$ cat src/fci_defines.svh
// constants for the flash command interface controller
`ifndef FCI_DEFINES_SVH
`define FCI_DEFINES_SVH

// ----------------------------------------------------------------
// timing
// ----------------------------------------------------------------
`define FCI_CLK_NS        100
`define FCI_T_ACC_NS      200
`define FCI_T_WP_NS       100
`define FCI_T_PROG_NS     35000
`define FCI_T_ERASE_NS    4000000
// least times round up, longest times round down
`define FCI_ACC_CYC       ((`FCI_T_ACC_NS + `FCI_CLK_NS - 1) / `FCI_CLK_NS)
`define FCI_WP_CYC        ((`FCI_T_WP_NS + `FCI_CLK_NS - 1) / `FCI_CLK_NS)
`define FCI_PROG_CYC      (`FCI_T_PROG_NS / `FCI_CLK_NS)
`define FCI_ERASE_CYC     (`FCI_T_ERASE_NS / `FCI_CLK_NS)
`define FCI_SYNC_CYC      2
// output drive low time: access time, synchroniser, one cycle margin
`define FCI_RD_CYC        (`FCI_ACC_CYC + `FCI_SYNC_CYC + 1)
// extra cycles for the two confirming status reads after the limit
`define FCI_POLL_SLACK    64

// ----------------------------------------------------------------
// register map
// ----------------------------------------------------------------
`define FCI_REG_CTRL      12'h000
`define FCI_REG_ADDR      12'h004
`define FCI_REG_WDATA     12'h008
`define FCI_REG_STATUS    12'h00c
`define FCI_ST_BUSY       0
`define FCI_ST_GUARD      1
`define FCI_ST_TIMEOUT    2
`define FCI_ST_REFUSED    3
`define FCI_ST_TOGGLE     4

// ----------------------------------------------------------------
// device commands and addresses
// ----------------------------------------------------------------
`define FCI_CMD_PROG      8'h10
`define FCI_CMD_ERASE     8'h20
`define FCI_CMD_ERASE_GO  8'hd0
`define FCI_CMD_RESET     8'hff
`define FCI_CMD_READ_ID   8'h90
`define FCI_ADDR_ANY      19'h00000
`define FCI_TOGGLE_BIT    6
`define FCI_GUARD_LAST    3'd6
`define FCI_UNP_A0        19'h01823
`define FCI_UNP_A1        19'h01820
`define FCI_UNP_A2        19'h01822
`define FCI_UNP_A3        19'h00418
`define FCI_UNP_A4        19'h0041b
`define FCI_UNP_A5        19'h00419
`define FCI_UNP_A6        19'h0041a
`define FCI_PRO_A6        19'h0040a

`endif

$ cat src/fci_pkg.sv
// types for the flash command interface controller
package fci_pkg;
    typedef enum logic [2:0] {
        OP_READ      = 3'b000,
        OP_PROGRAM   = 3'b001,
        OP_ERASE     = 3'b010,
        OP_RESET     = 3'b011,
        OP_READ_ID   = 3'b100,
        OP_UNPROTECT = 3'b101,
        OP_PROTECT   = 3'b110,
        OP_NONE      = 3'b111
    } fci_op_type;

    typedef enum logic [1:0] {
        S_IDLE  = 2'b00,
        S_ISSUE = 2'b01,
        S_WAIT  = 2'b10
    } fci_seq_type;

    typedef enum logic [1:0] {
        E_IDLE   = 2'b00,
        E_SETUP  = 2'b01,
        E_STROBE = 2'b10,
        E_HOLD   = 2'b11
    } fci_eng_type;
endpackage
$ cat src/fci_bus_cycle.sv
// one read or write cycle on the flash pins
`timescale 1ns/10ps
`include "fci_defines.svh"
module fci_bus_cycle (
    input  wire logic        pclk,
    input  wire logic        presetn,
    input  wire logic        start,
    input  wire logic        is_write,
    input  wire logic [18:0] addr,
    input  wire logic [7:0]  wdata,
    output logic             done,
    output logic [7:0]       rdata,
    output logic [18:0]      address_lines,
    output logic [7:0]       data_lines_out,
    output logic             data_lines_oe_n,
    input  wire logic [7:0]  data_lines_in,
    output logic             chip_sel_n,
    output logic             out_drive_n,
    output logic             write_strobe_n
);
    import fci_pkg::*;

    fci_eng_type state_ff;
    logic [2:0]  cnt_ff;
    logic        wr_ff;
    logic [7:0]  sync1_ff;
    logic [7:0]  sync2_ff;

    // ----------------------------------------------------------------
    // data pin synchroniser
    // ----------------------------------------------------------------
    always_ff @(posedge pclk or negedge presetn) begin
        if (!presetn) begin
            sync1_ff <= 8'h00;
            sync2_ff <= 8'h00;
        end else begin
            sync1_ff <= data_lines_in;
            sync2_ff <= sync1_ff;
        end
    end

    // ----------------------------------------------------------------
    // cycle sequencer
    // ----------------------------------------------------------------
    always_ff @(posedge pclk or negedge presetn) begin
        if (!presetn) begin
            state_ff        <= E_IDLE;
            cnt_ff          <= 3'h0;
            wr_ff           <= 1'b0;
            done            <= 1'b0;
            rdata           <= 8'h00;
            address_lines   <= 19'h00000;
            data_lines_out  <= 8'h00;
            data_lines_oe_n <= 1'b1;
            chip_sel_n      <= 1'b1;
            out_drive_n     <= 1'b1;
            write_strobe_n  <= 1'b1;
        end else begin
            done <= 1'b0;
            case (state_ff)
                E_IDLE: begin
                    if (start) begin
                        address_lines   <= addr;
                        data_lines_out  <= wdata;
                        wr_ff           <= is_write;
                        chip_sel_n      <= 1'b0;
                        data_lines_oe_n <= ~is_write;
                        state_ff        <= E_SETUP;
                    end
                end
                E_SETUP: begin
                    if (wr_ff) begin
                        write_strobe_n <= 1'b0;
                        cnt_ff         <= 3'(`FCI_WP_CYC - 1);
                    end else begin
                        out_drive_n <= 1'b0;
                        cnt_ff      <= 3'(`FCI_RD_CYC - 1);
                    end
                    state_ff <= E_STROBE;
                end
                E_STROBE: begin
                    if (cnt_ff != 3'h0) begin
                        cnt_ff <= cnt_ff - 3'h1;
                    end else begin
                        write_strobe_n <= 1'b1;
                        // output drive rises before chip select
                        out_drive_n    <= 1'b1;
                        if (!wr_ff) begin
                            rdata <= sync2_ff;
                        end
                        state_ff <= E_HOLD;
                    end
                end
                E_HOLD: begin
                    chip_sel_n      <= 1'b1;
                    data_lines_oe_n <= 1'b1;
                    done            <= 1'b1;
                    state_ff        <= E_IDLE;
                end
                default: begin
                    state_ff <= E_IDLE;
                end
            endcase
        end
    end
endmodule

$ cat src/fci_controller.sv
// apb-controlled host sequencer for a byte-wide flash with command writes
//
// Overview of operation
// - Host runs the unprotect sequence before any program or erase.
// - Guard sequences are seven consecutive reads; state changes only when complete.
// - Erase is a 20h setup write then a d0h execute write.
// - Program is 10h setup then address and data write; done within 35 us.
// - A ffh write after setup cancels it and returns to read mode.
// - Unprotect reads 1823h,1820h,1822h,0418h,041bh,0419h,041ah in order.
//
// Local design decisions: the placing of the registers and the APB slave port.
`timescale 1ns/10ps
`include "fci_defines.svh"
module fci_controller #(
    parameter int ERASE_CYC = `FCI_ERASE_CYC
) (
    input  wire logic        pclk,
    input  wire logic        presetn,
    input  wire logic        psel,
    input  wire logic        penable,
    input  wire logic        pwrite,
    input  wire logic [11:0] paddr,
    input  wire logic [31:0] pwdata,
    output logic [31:0]      prdata,
    output logic             pready,
    output logic             pslverr,
    output logic [18:0]      address_lines,
    output logic [7:0]       data_lines_out,
    output logic             data_lines_oe_n,
    input  wire logic [7:0]  data_lines_in,
    output logic             chip_sel_n,
    output logic             out_drive_n,
    output logic             write_strobe_n
);
    import fci_pkg::*;

    fci_seq_type state_ff;
    fci_op_type  op_ff;
    logic [18:0] addr_ff;
    logic [7:0]  wdata_ff;
    logic [7:0]  rdata_ff;
    logic [2:0]  step_ff;
    logic        guard_ff;
    logic        timeout_ff;
    logic        refused_ff;
    logic        polling_ff;
    logic        have_prev_ff;
    logic        prev_toggle_ff;
    logic        abort_ff;
    logic [16:0] wait_cnt_ff;
    logic        eng_done;
    logic [7:0]  eng_rdata;

    // ----------------------------------------------------------------
    // apb decode
    // ----------------------------------------------------------------
    wire         apb_setup  = psel & ~penable;
    wire         apb_take   = psel & penable & pready;
    wire         sel_ctrl   = (paddr == `FCI_REG_CTRL);
    wire         sel_addr   = (paddr == `FCI_REG_ADDR);
    wire         sel_wdata  = (paddr == `FCI_REG_WDATA);
    wire         sel_status = (paddr == `FCI_REG_STATUS);
    wire         mapped     = sel_ctrl | sel_addr | sel_wdata | (sel_status & ~pwrite);
    wire         busy       = (state_ff != S_IDLE);
    wire         can_abort  = polling_ff & (fci_op_type'(pwdata[2:0]) == OP_RESET);
    // a command written while busy is refused at the bus, except a reset abort
    wire         busy_err   = pwrite & sel_ctrl & busy & ~can_abort;
    wire         wr_ok      = apb_take & pwrite & ~pslverr;
    wire         ctrl_wr    = wr_ok & sel_ctrl;
    fci_op_type  new_op;
    assign new_op = fci_op_type'(pwdata[2:0]);
    wire         is_array_op = (new_op == OP_PROGRAM) | (new_op == OP_ERASE);
    // no program or erase while guarded
    wire         guard_block = guard_ff & is_array_op;
    wire         go          = ctrl_wr & ~busy & ~guard_block & (new_op != OP_NONE);
    wire         abort_req   = ctrl_wr & can_abort;
    wire [31:0]  status_word = {16'h0000, rdata_ff, 3'b000, prev_toggle_ff, refused_ff,
                                timeout_ff, guard_ff, busy};
    wire [31:0]  rd_mux = sel_ctrl   ? {29'h0, op_ff} :
                          sel_addr   ? {13'h0, addr_ff} :
                          sel_wdata  ? {24'h0, wdata_ff} :
                          sel_status ? status_word : 32'h0;

    // ----------------------------------------------------------------
    // current bus cycle
    // ----------------------------------------------------------------
    // fixed guard read order
    function automatic logic [18:0] guard_addr(input logic protect, input logic [2:0] idx);
        logic [18:0] a;
        a = `FCI_UNP_A0;
        case (idx)
            3'd0: a = `FCI_UNP_A0;
            3'd1: a = `FCI_UNP_A1;
            3'd2: a = `FCI_UNP_A2;
            3'd3: a = `FCI_UNP_A3;
            3'd4: a = `FCI_UNP_A4;
            3'd5: a = `FCI_UNP_A5;
            default: a = protect ? `FCI_PRO_A6 : `FCI_UNP_A6;
        endcase
        return a;
    endfunction

    wire         first     = (step_ff == 3'd0);
    wire         guard_op  = (op_ff == OP_UNPROTECT) | (op_ff == OP_PROTECT);
    wire         array_op  = (op_ff == OP_PROGRAM) | (op_ff == OP_ERASE);
    // program setup then address and data
    wire         cyc_write = ~polling_ff & (array_op | (op_ff == OP_RESET) | ((op_ff == OP_READ_ID) & first));
    // sector from upper address bits only
    wire [18:0]  cyc_addr  = polling_ff                     ? addr_ff :
                             guard_op                       ? guard_addr(op_ff == OP_PROTECT, step_ff) :
                             (op_ff == OP_ERASE) & ~first   ? {addr_ff[18:8], 8'h00} :
                             (op_ff == OP_READ)             ? addr_ff :
                             first                          ? `FCI_ADDR_ANY : addr_ff;
    wire [7:0]   cyc_data  = (op_ff == OP_PROGRAM) ? (first ? `FCI_CMD_PROG : wdata_ff) :
                             (op_ff == OP_ERASE)   ? (first ? `FCI_CMD_ERASE : `FCI_CMD_ERASE_GO) :
                             (op_ff == OP_RESET)   ? `FCI_CMD_RESET :
                             (op_ff == OP_READ_ID) ? `FCI_CMD_READ_ID : 8'h00;
    // seven reads, guard state moves only at the last
    wire         cyc_last  = guard_op ? (step_ff == `FCI_GUARD_LAST) :
                             ((op_ff == OP_READ) | (op_ff == OP_RESET)) ? first : ~first;
    wire [16:0]  poll_lim  = (op_ff == OP_ERASE) ? 17'(ERASE_CYC + `FCI_POLL_SLACK) :
                                                   17'(`FCI_PROG_CYC + `FCI_POLL_SLACK);
    wire         toggle    = eng_rdata[`FCI_TOGGLE_BIT];
    wire         settled   = have_prev_ff & (toggle == prev_toggle_ff);

    // ----------------------------------------------------------------
    // apb slave: one wait-free access phase, answer from flops
    // ----------------------------------------------------------------
    always_ff @(posedge pclk or negedge presetn) begin
        if (!presetn) begin
            pready  <= 1'b0;
            pslverr <= 1'b0;
            prdata  <= 32'h0;
        end else begin
            pready  <= apb_setup;
            pslverr <= apb_setup & (~mapped | busy_err);
            if (apb_setup) begin
                prdata <= rd_mux;
            end
        end
    end

    always_ff @(posedge pclk or negedge presetn) begin
        if (!presetn) begin
            addr_ff  <= 19'h00000;
            wdata_ff <= 8'h00;
        end else begin
            if (wr_ok & sel_addr & ~busy) begin
                addr_ff <= pwdata[18:0];
            end
            if (wr_ok & sel_wdata & ~busy) begin
                wdata_ff <= pwdata[7:0];
            end
        end
    end

    // ----------------------------------------------------------------
    // status flags
    // ----------------------------------------------------------------
    always_ff @(posedge pclk or negedge presetn) begin
        if (!presetn) begin
            guard_ff   <= 1'b1;
            refused_ff <= 1'b0;
        end else begin
            if (ctrl_wr & ~busy) begin
                refused_ff <= guard_block;
            end
            if ((state_ff == S_WAIT) & eng_done & guard_op & cyc_last & ~polling_ff) begin
                guard_ff <= (op_ff == OP_PROTECT);
            end
        end
    end

    // ----------------------------------------------------------------
    // operation sequencer
    // ----------------------------------------------------------------
    always_ff @(posedge pclk or negedge presetn) begin
        if (!presetn) begin
            state_ff       <= S_IDLE;
            op_ff          <= OP_NONE;
            step_ff        <= 3'd0;
            rdata_ff       <= 8'h00;
            timeout_ff     <= 1'b0;
            polling_ff     <= 1'b0;
            have_prev_ff   <= 1'b0;
            prev_toggle_ff <= 1'b0;
            abort_ff       <= 1'b0;
            wait_cnt_ff    <= 17'h0;
        end else begin
            if (polling_ff) begin
                wait_cnt_ff <= wait_cnt_ff + 17'h1;
            end
            // reset accepted while a program or erase is being waited for
            if (abort_req) begin
                abort_ff <= 1'b1;
            end
            case (state_ff)
                S_IDLE: begin
                    if (go) begin
                        op_ff      <= new_op;
                        step_ff    <= 3'd0;
                        timeout_ff <= 1'b0;
                        state_ff   <= S_ISSUE;
                    end
                end
                S_ISSUE: begin
                    state_ff <= S_WAIT;
                end
                S_WAIT: begin
                    if (eng_done) begin
                        rdata_ff <= eng_rdata;
                        state_ff <= S_ISSUE;
                        if (polling_ff) begin
                            have_prev_ff   <= 1'b1;
                            prev_toggle_ff <= toggle;
                            if (abort_ff | abort_req) begin
                                op_ff      <= OP_RESET;
                                step_ff    <= 3'd0;
                                polling_ff <= 1'b0;
                                abort_ff   <= 1'b0;
                            // two equal bit 6 reads mean done
                            end else if (settled) begin
                                polling_ff <= 1'b0;
                                state_ff   <= S_IDLE;
                            end else if (wait_cnt_ff >= poll_lim) begin
                                // erase or program overran its limit
                                timeout_ff <= 1'b1;
                                polling_ff <= 1'b0;
                                state_ff   <= S_IDLE;
                            end
                        end else if (!cyc_last) begin
                            step_ff <= step_ff + 3'd1;
                        end else if (array_op) begin
                            // wait for completion by status reads
                            polling_ff   <= 1'b1;
                            have_prev_ff <= 1'b0;
                            wait_cnt_ff  <= 17'h0;
                        end else begin
                            state_ff <= S_IDLE;
                        end
                    end
                end
                default: begin
                    state_ff <= S_IDLE;
                end
            endcase
        end
    end

    // ----------------------------------------------------------------
    // pin cycle engine
    // ----------------------------------------------------------------
    // strobe falls after select, so address is set first
    fci_bus_cycle u_cycle (
        .pclk            (pclk),
        .presetn         (presetn),
        .start           (state_ff == S_ISSUE),
        .is_write        (cyc_write),
        .addr            (cyc_addr),
        .wdata           (cyc_data),
        .done            (eng_done),
        .rdata           (eng_rdata),
        .address_lines   (address_lines),
        .data_lines_out  (data_lines_out),
        .data_lines_oe_n (data_lines_oe_n),
        .data_lines_in   (data_lines_in),
        .chip_sel_n      (chip_sel_n),
        .out_drive_n     (out_drive_n),
        .write_strobe_n  (write_strobe_n)
    );
endmodule

$ cat config.mk
export PLATFORM = sky130hd
export DESIGN_NAME = fci_controller
export DESIGN_NICKNAME = d
export VERILOG_FILES = /design/src/fci_pkg.sv /design/src/fci_bus_cycle.sv /design/src/fci_controller.sv
export VERILOG_INCLUDE_DIRS = /design/src
export SDC_FILE = /design/constraint.sdc
export NUM_CORES = 1
export LEC_CHECK = 0
export CORE_MARGIN = 4
export CORE_UTILIZATION = 42
export CTS_CLUSTER_SIZE = 20
export DETAILED_ROUTE_END_ITERATION = 12
export DONT_BUFFER_PORTS = 1
export PLACE_DENSITY = 0.55
export REMOVE_ABC_BUFFERS = 1
export SYNTH_ARGS = -nofsm -noshare
export SYNTH_HDL_FRONTEND = slang
export SYNTH_SLANG_ARGS = --single-unit
$ cat constraint.sdc
create_clock -name pclk -period 6.15 [get_ports pclk]
set_input_delay 0.615 -clock pclk [delete_from_list [all_inputs] [get_ports pclk]]
set_output_delay 0.615 -clock pclk [all_outputs]
set_load 0.01 [all_outputs]
==> impl_metrics.csv <==
group,metric,value,unit
drt,drc,0,
floorplan,die_w,136,µm
power,total_power,0.00279,W
floorplan,num_io_pins,122,
grt,first_global_vias,4667,
critical_path,path_cells,"nor3b_4 -> inv_1 -> ha_1 -> a211oi_1 -> o21ai_0 -> a2111oi_0 -> o41ai_2 -> a22o_1",
clock_network,path_clk_slew,60,ps
critical_path,worstSetupPathType,"flop to flop",
run_status,status,"complete, no violations",
timing,hold_viol,0,
drt,drtIter0Drc,295,
critical_path,cp_max_fo,14,
power,p_per_area,366,mW/mm²
drt,avgRoutedWirePerCell,18.0,µm
critical_path,cp.arrival,3300,ps
synth,synth_ff_type,"dfrtp_1",
clock_network,cts_buffer_depth,2,
layout,drive_above_1_share,15.0,%
place,place_hpwl,10800,µm
timing,fmax,333,MHz
job,cap_viol_max_count,0,
timing,whs,37.5,ps
power,p_leak,3.53,nW
layout,multi_input_area,0.00284,mm²
timing,timing.final.max_slew_violations,0,
critical_path,crit_slowest_cell,"dfstp_2",
timing,post-route-period-util,48.8,%
clock_network,cts-root-buf,"clkbuf_16",
place,dp.cells,842,
drt,vias,4712,
critical_path,cp_top_family,"compound AO/OA/AOI/OAI gates",
synth,synth-edff-count,0,
synth,ys_ff_latch,150,
layout,fillCellCount,1508,
timing,skew,8.09,ps
synth,synth-async-reset-ratio,100,%
synth,synth_area,0.00686,mm²
grt,grt_pass1_wl,25300,µm
power,max-vdd-ir-drop,0.000210,V
critical_path,end_kind,"flop",
floorplan,row_count,46,
clock_network,numCtsBuffers,17,
clock_network,h-tree-depth,4,
synth,syn_inst,650,
timing,period_minus_slack,3000,ps
place,dp_slack,3090,ps
timing,rsz0062_at_grt,"no",
timing,fin_setup_tns,0,ps
synth,ys_types,60,
layout,stdcell_count,875,
layout,n_antenna_cell,0,
drt,vias_per_cell,5.39,
drt,detail-route-antenna-nets,0,
floorplan,die_h,136,µm
timing,layout_setup_ws,3150,ps
critical_path,crit_path_start_kind,"flop",
drt,finalWirelength,15800,µm
grt,grt_use_total,17.8,%
grt,grt_max_degree,143,
timing,finalSetupViolations,0,
layout,area_delta_synth_final,11.2,%
grt,grt_overflow,0,
clock_network,clkSinkCount,150,
critical_path,crit_path_max_incr_delay,680,ps
floorplan,core_area,0.0159,mm²
clock_network,cts_tree,"yes",
layout,seq_area,0.00376,mm²
layout,finalNetCount,719,
floorplan,die_area,0.0184,mm²
synth,avgSynthCellArea,10.5,µm²
synth,ys_seq_area_share,54.9,%
timing,slew_headroom,21.9,%
floorplan,initial_core_util,43.0,%
critical_path,critPathRequiredTime,6450,ps
drt,firstDrtPassIters,5,
critical_path,critPathBufInv,1,
grt,antenna_found_initial,2,
timing,worst_pin_slew,1160,ps
place,portBuffers,0,
synth,ys_warn_count,0,
clock_network,clock_latency,420,ps
hold_path,min_path_type,"input port to asynchronous set/reset pin",
place,gp_congestion,0.852,
## state kept, by name, summed over array words and instances, names as in the netlist, 2 cells and up
| name | cells |
|---|---|
| state_ff | 2 |
| prdata | 19 |
| step_ff | 3 |
| u_cycle.sync1_ff | 8 |
| u_cycle.cnt_ff | 3 |
| wdata_ff | 8 |
| u_cycle.state_ff | 2 |
| u_cycle.address_lines | 19 |
| op_ff | 3 |
| addr_ff | 19 |
| wait_cnt_ff | 17 |
| rdata_ff | 8 |
| u_cycle.rdata | 8 |
| u_cycle.data_lines_out | 8 |
| u_cycle.sync2_ff | 8 |
## per-stage QoR
| stage | utilization, % | instance area [µm²] |
|---|---|---|
| floorplan | - | 6690 |
| global placement | 43.9 | 7000 |
| detailed placement | 43.9 | 7000 |
| CTS | 47.8 | 7620 |
| global route | 47.8 | 7620 |
| finish | 47.8 | 7620 |
## what timing repair did
action | CTS | global route
setup buffers | 0 | 0
hold buffers | 1 | 0
hold endpoints to repair | 142 | 0
gates resized for setup | 0 | 0
## layer usage
layer / vias up / share of wire [%] / track usage, %
met5: - / 0.20 / 0
met4: 4 / 1.7 / 6.38
met3: 26 / 6.7 / 5.61
met2: 132 / 48 / 28.7
met1: 2319 / 43 / 22.5
li1: 2231 / - / -
## synth_stat cells (2+ instances only)
master    instances  area share [%]
nand2b_1          9            0.82
or2_2             2            0.18
nor3_1           11            0.80
nor4_2            2            0.36
nand3_1          23             1.7
nor2_1           58             3.2
nand2_1          95             5.2
nor4_1            4            0.36
xor2_1           10             1.3
o21ai_0          41             3.0
a22oi_1           2            0.22
a21boi_0          2            0.22
buf_2             4            0.29
buf_4            14             1.5
ha_1             16             2.9
inv_1            24             1.3
mux2i_1           6            0.88
a32o_1            2            0.29
a211oi_1          2            0.22
a21oi_1          23             1.7
dfstp_2           8             3.1
xnor2_1           8             1.0
and2_1            5            0.46
mux4_2            2            0.66
mux2_2           41             6.7
o211ai_1          4            0.44
nand4_1           5            0.46
and3_1            7            0.64
nor2b_1           6            0.55
o22a_1            2            0.26
a22o_1            6            0.77
a222oi_1          8             1.2
dfrtp_1         142              52
clkbuf_1         22             1.2
a221oi_1          3            0.38
a31oi_1           3            0.27
o31ai_1           5            0.55
## cells in the final DEF (no fill, tap or decap), types with 9 or more instances in the layout
cell / Yosys / layout
dfrtp_1: 142 / 142
nand2_1: 95 / 95
nor2_1: 58 / 58
o21ai_0: 41 / 41
mux2_2: 41 / 41
inv_1: 24 / 24
nand3_1: 23 / 23
a21oi_1: 23 / 23
clkbuf_16: 0 / 17
ha_1: 16 / 16
conb_1: 1 / 13
nor3_1: 11 / 11
xor2_1: 10 / 10
nand2b_1: 9 / 9
## worst reg2reg max path: stages (launching register included)
cell and delay, ps:
dfstp_2 680, nor3b_4 400, inv_1 190, ha_1 330, a211oi_1 230, o21ai_0 120, a2111oi_0 500, o41ai_2 220
a22o_1 220
## layout make-up
type | instances | share of cell area [%]
sequential | 150 | 49.4
multi-input combinational | 447 | 37.2
tap | 216 | 3.54
timing repair buffer | 6 | 0.853
clock inverter | 14 | 2.25
inverter | 24 | 1.18
clock buffer | 18 | 5.63
## logic make-up after synthesis
family          Yosys count  share of synthesized area, %
compound gates          112                          10.7
xor+xnor                 18                          2.30
fa+ha+maj                16                          2.92
buf+inv                  65                          4.40
flops                   150                          54.9
mux                      49                          8.27
other cells               1                        0.0547
simple gates            239                          16.5
## final timing paths
kind	end	startpoint	slack, ps	depth (start not counted)
max reg2reg	timeout_ff$_DFFE_PN0P_	op_ff[1]$_DFFE_PN1P_	3150	8
min in group pclk	u_cycle.sync1_ff[3]$_DFF_PN0_	data_lines_in[3]	220	0
min	u_cycle.chip_sel_n$_DFFE_PN1P_	presetn	40	0
min reg2reg	u_cycle.sync2_ff[0]$_DFF_PN0_	u_cycle.sync1_ff[0]$_DFF_PN0_	350	0
max	timeout_ff$_DFFE_PN0P_	op_ff[1]$_DFFE_PN1P_	3150	8
max in group asynchronous	wait_cnt_ff[2]$_DFF_PN0_	presetn	5440	1
## power breakdown
part	leakage, nW	switching, W	total (W)	internal, W
registers	1.94	0.000147	0.00129	0.00115
logic	1.30	0.000239	0.000437	0.000198
clock network	0.287	0.000420	0.00106	0.000641
total	3.53	0.000806	0.00279	0.00199
No activity file was read; power rests on OpenSTA's default activity.
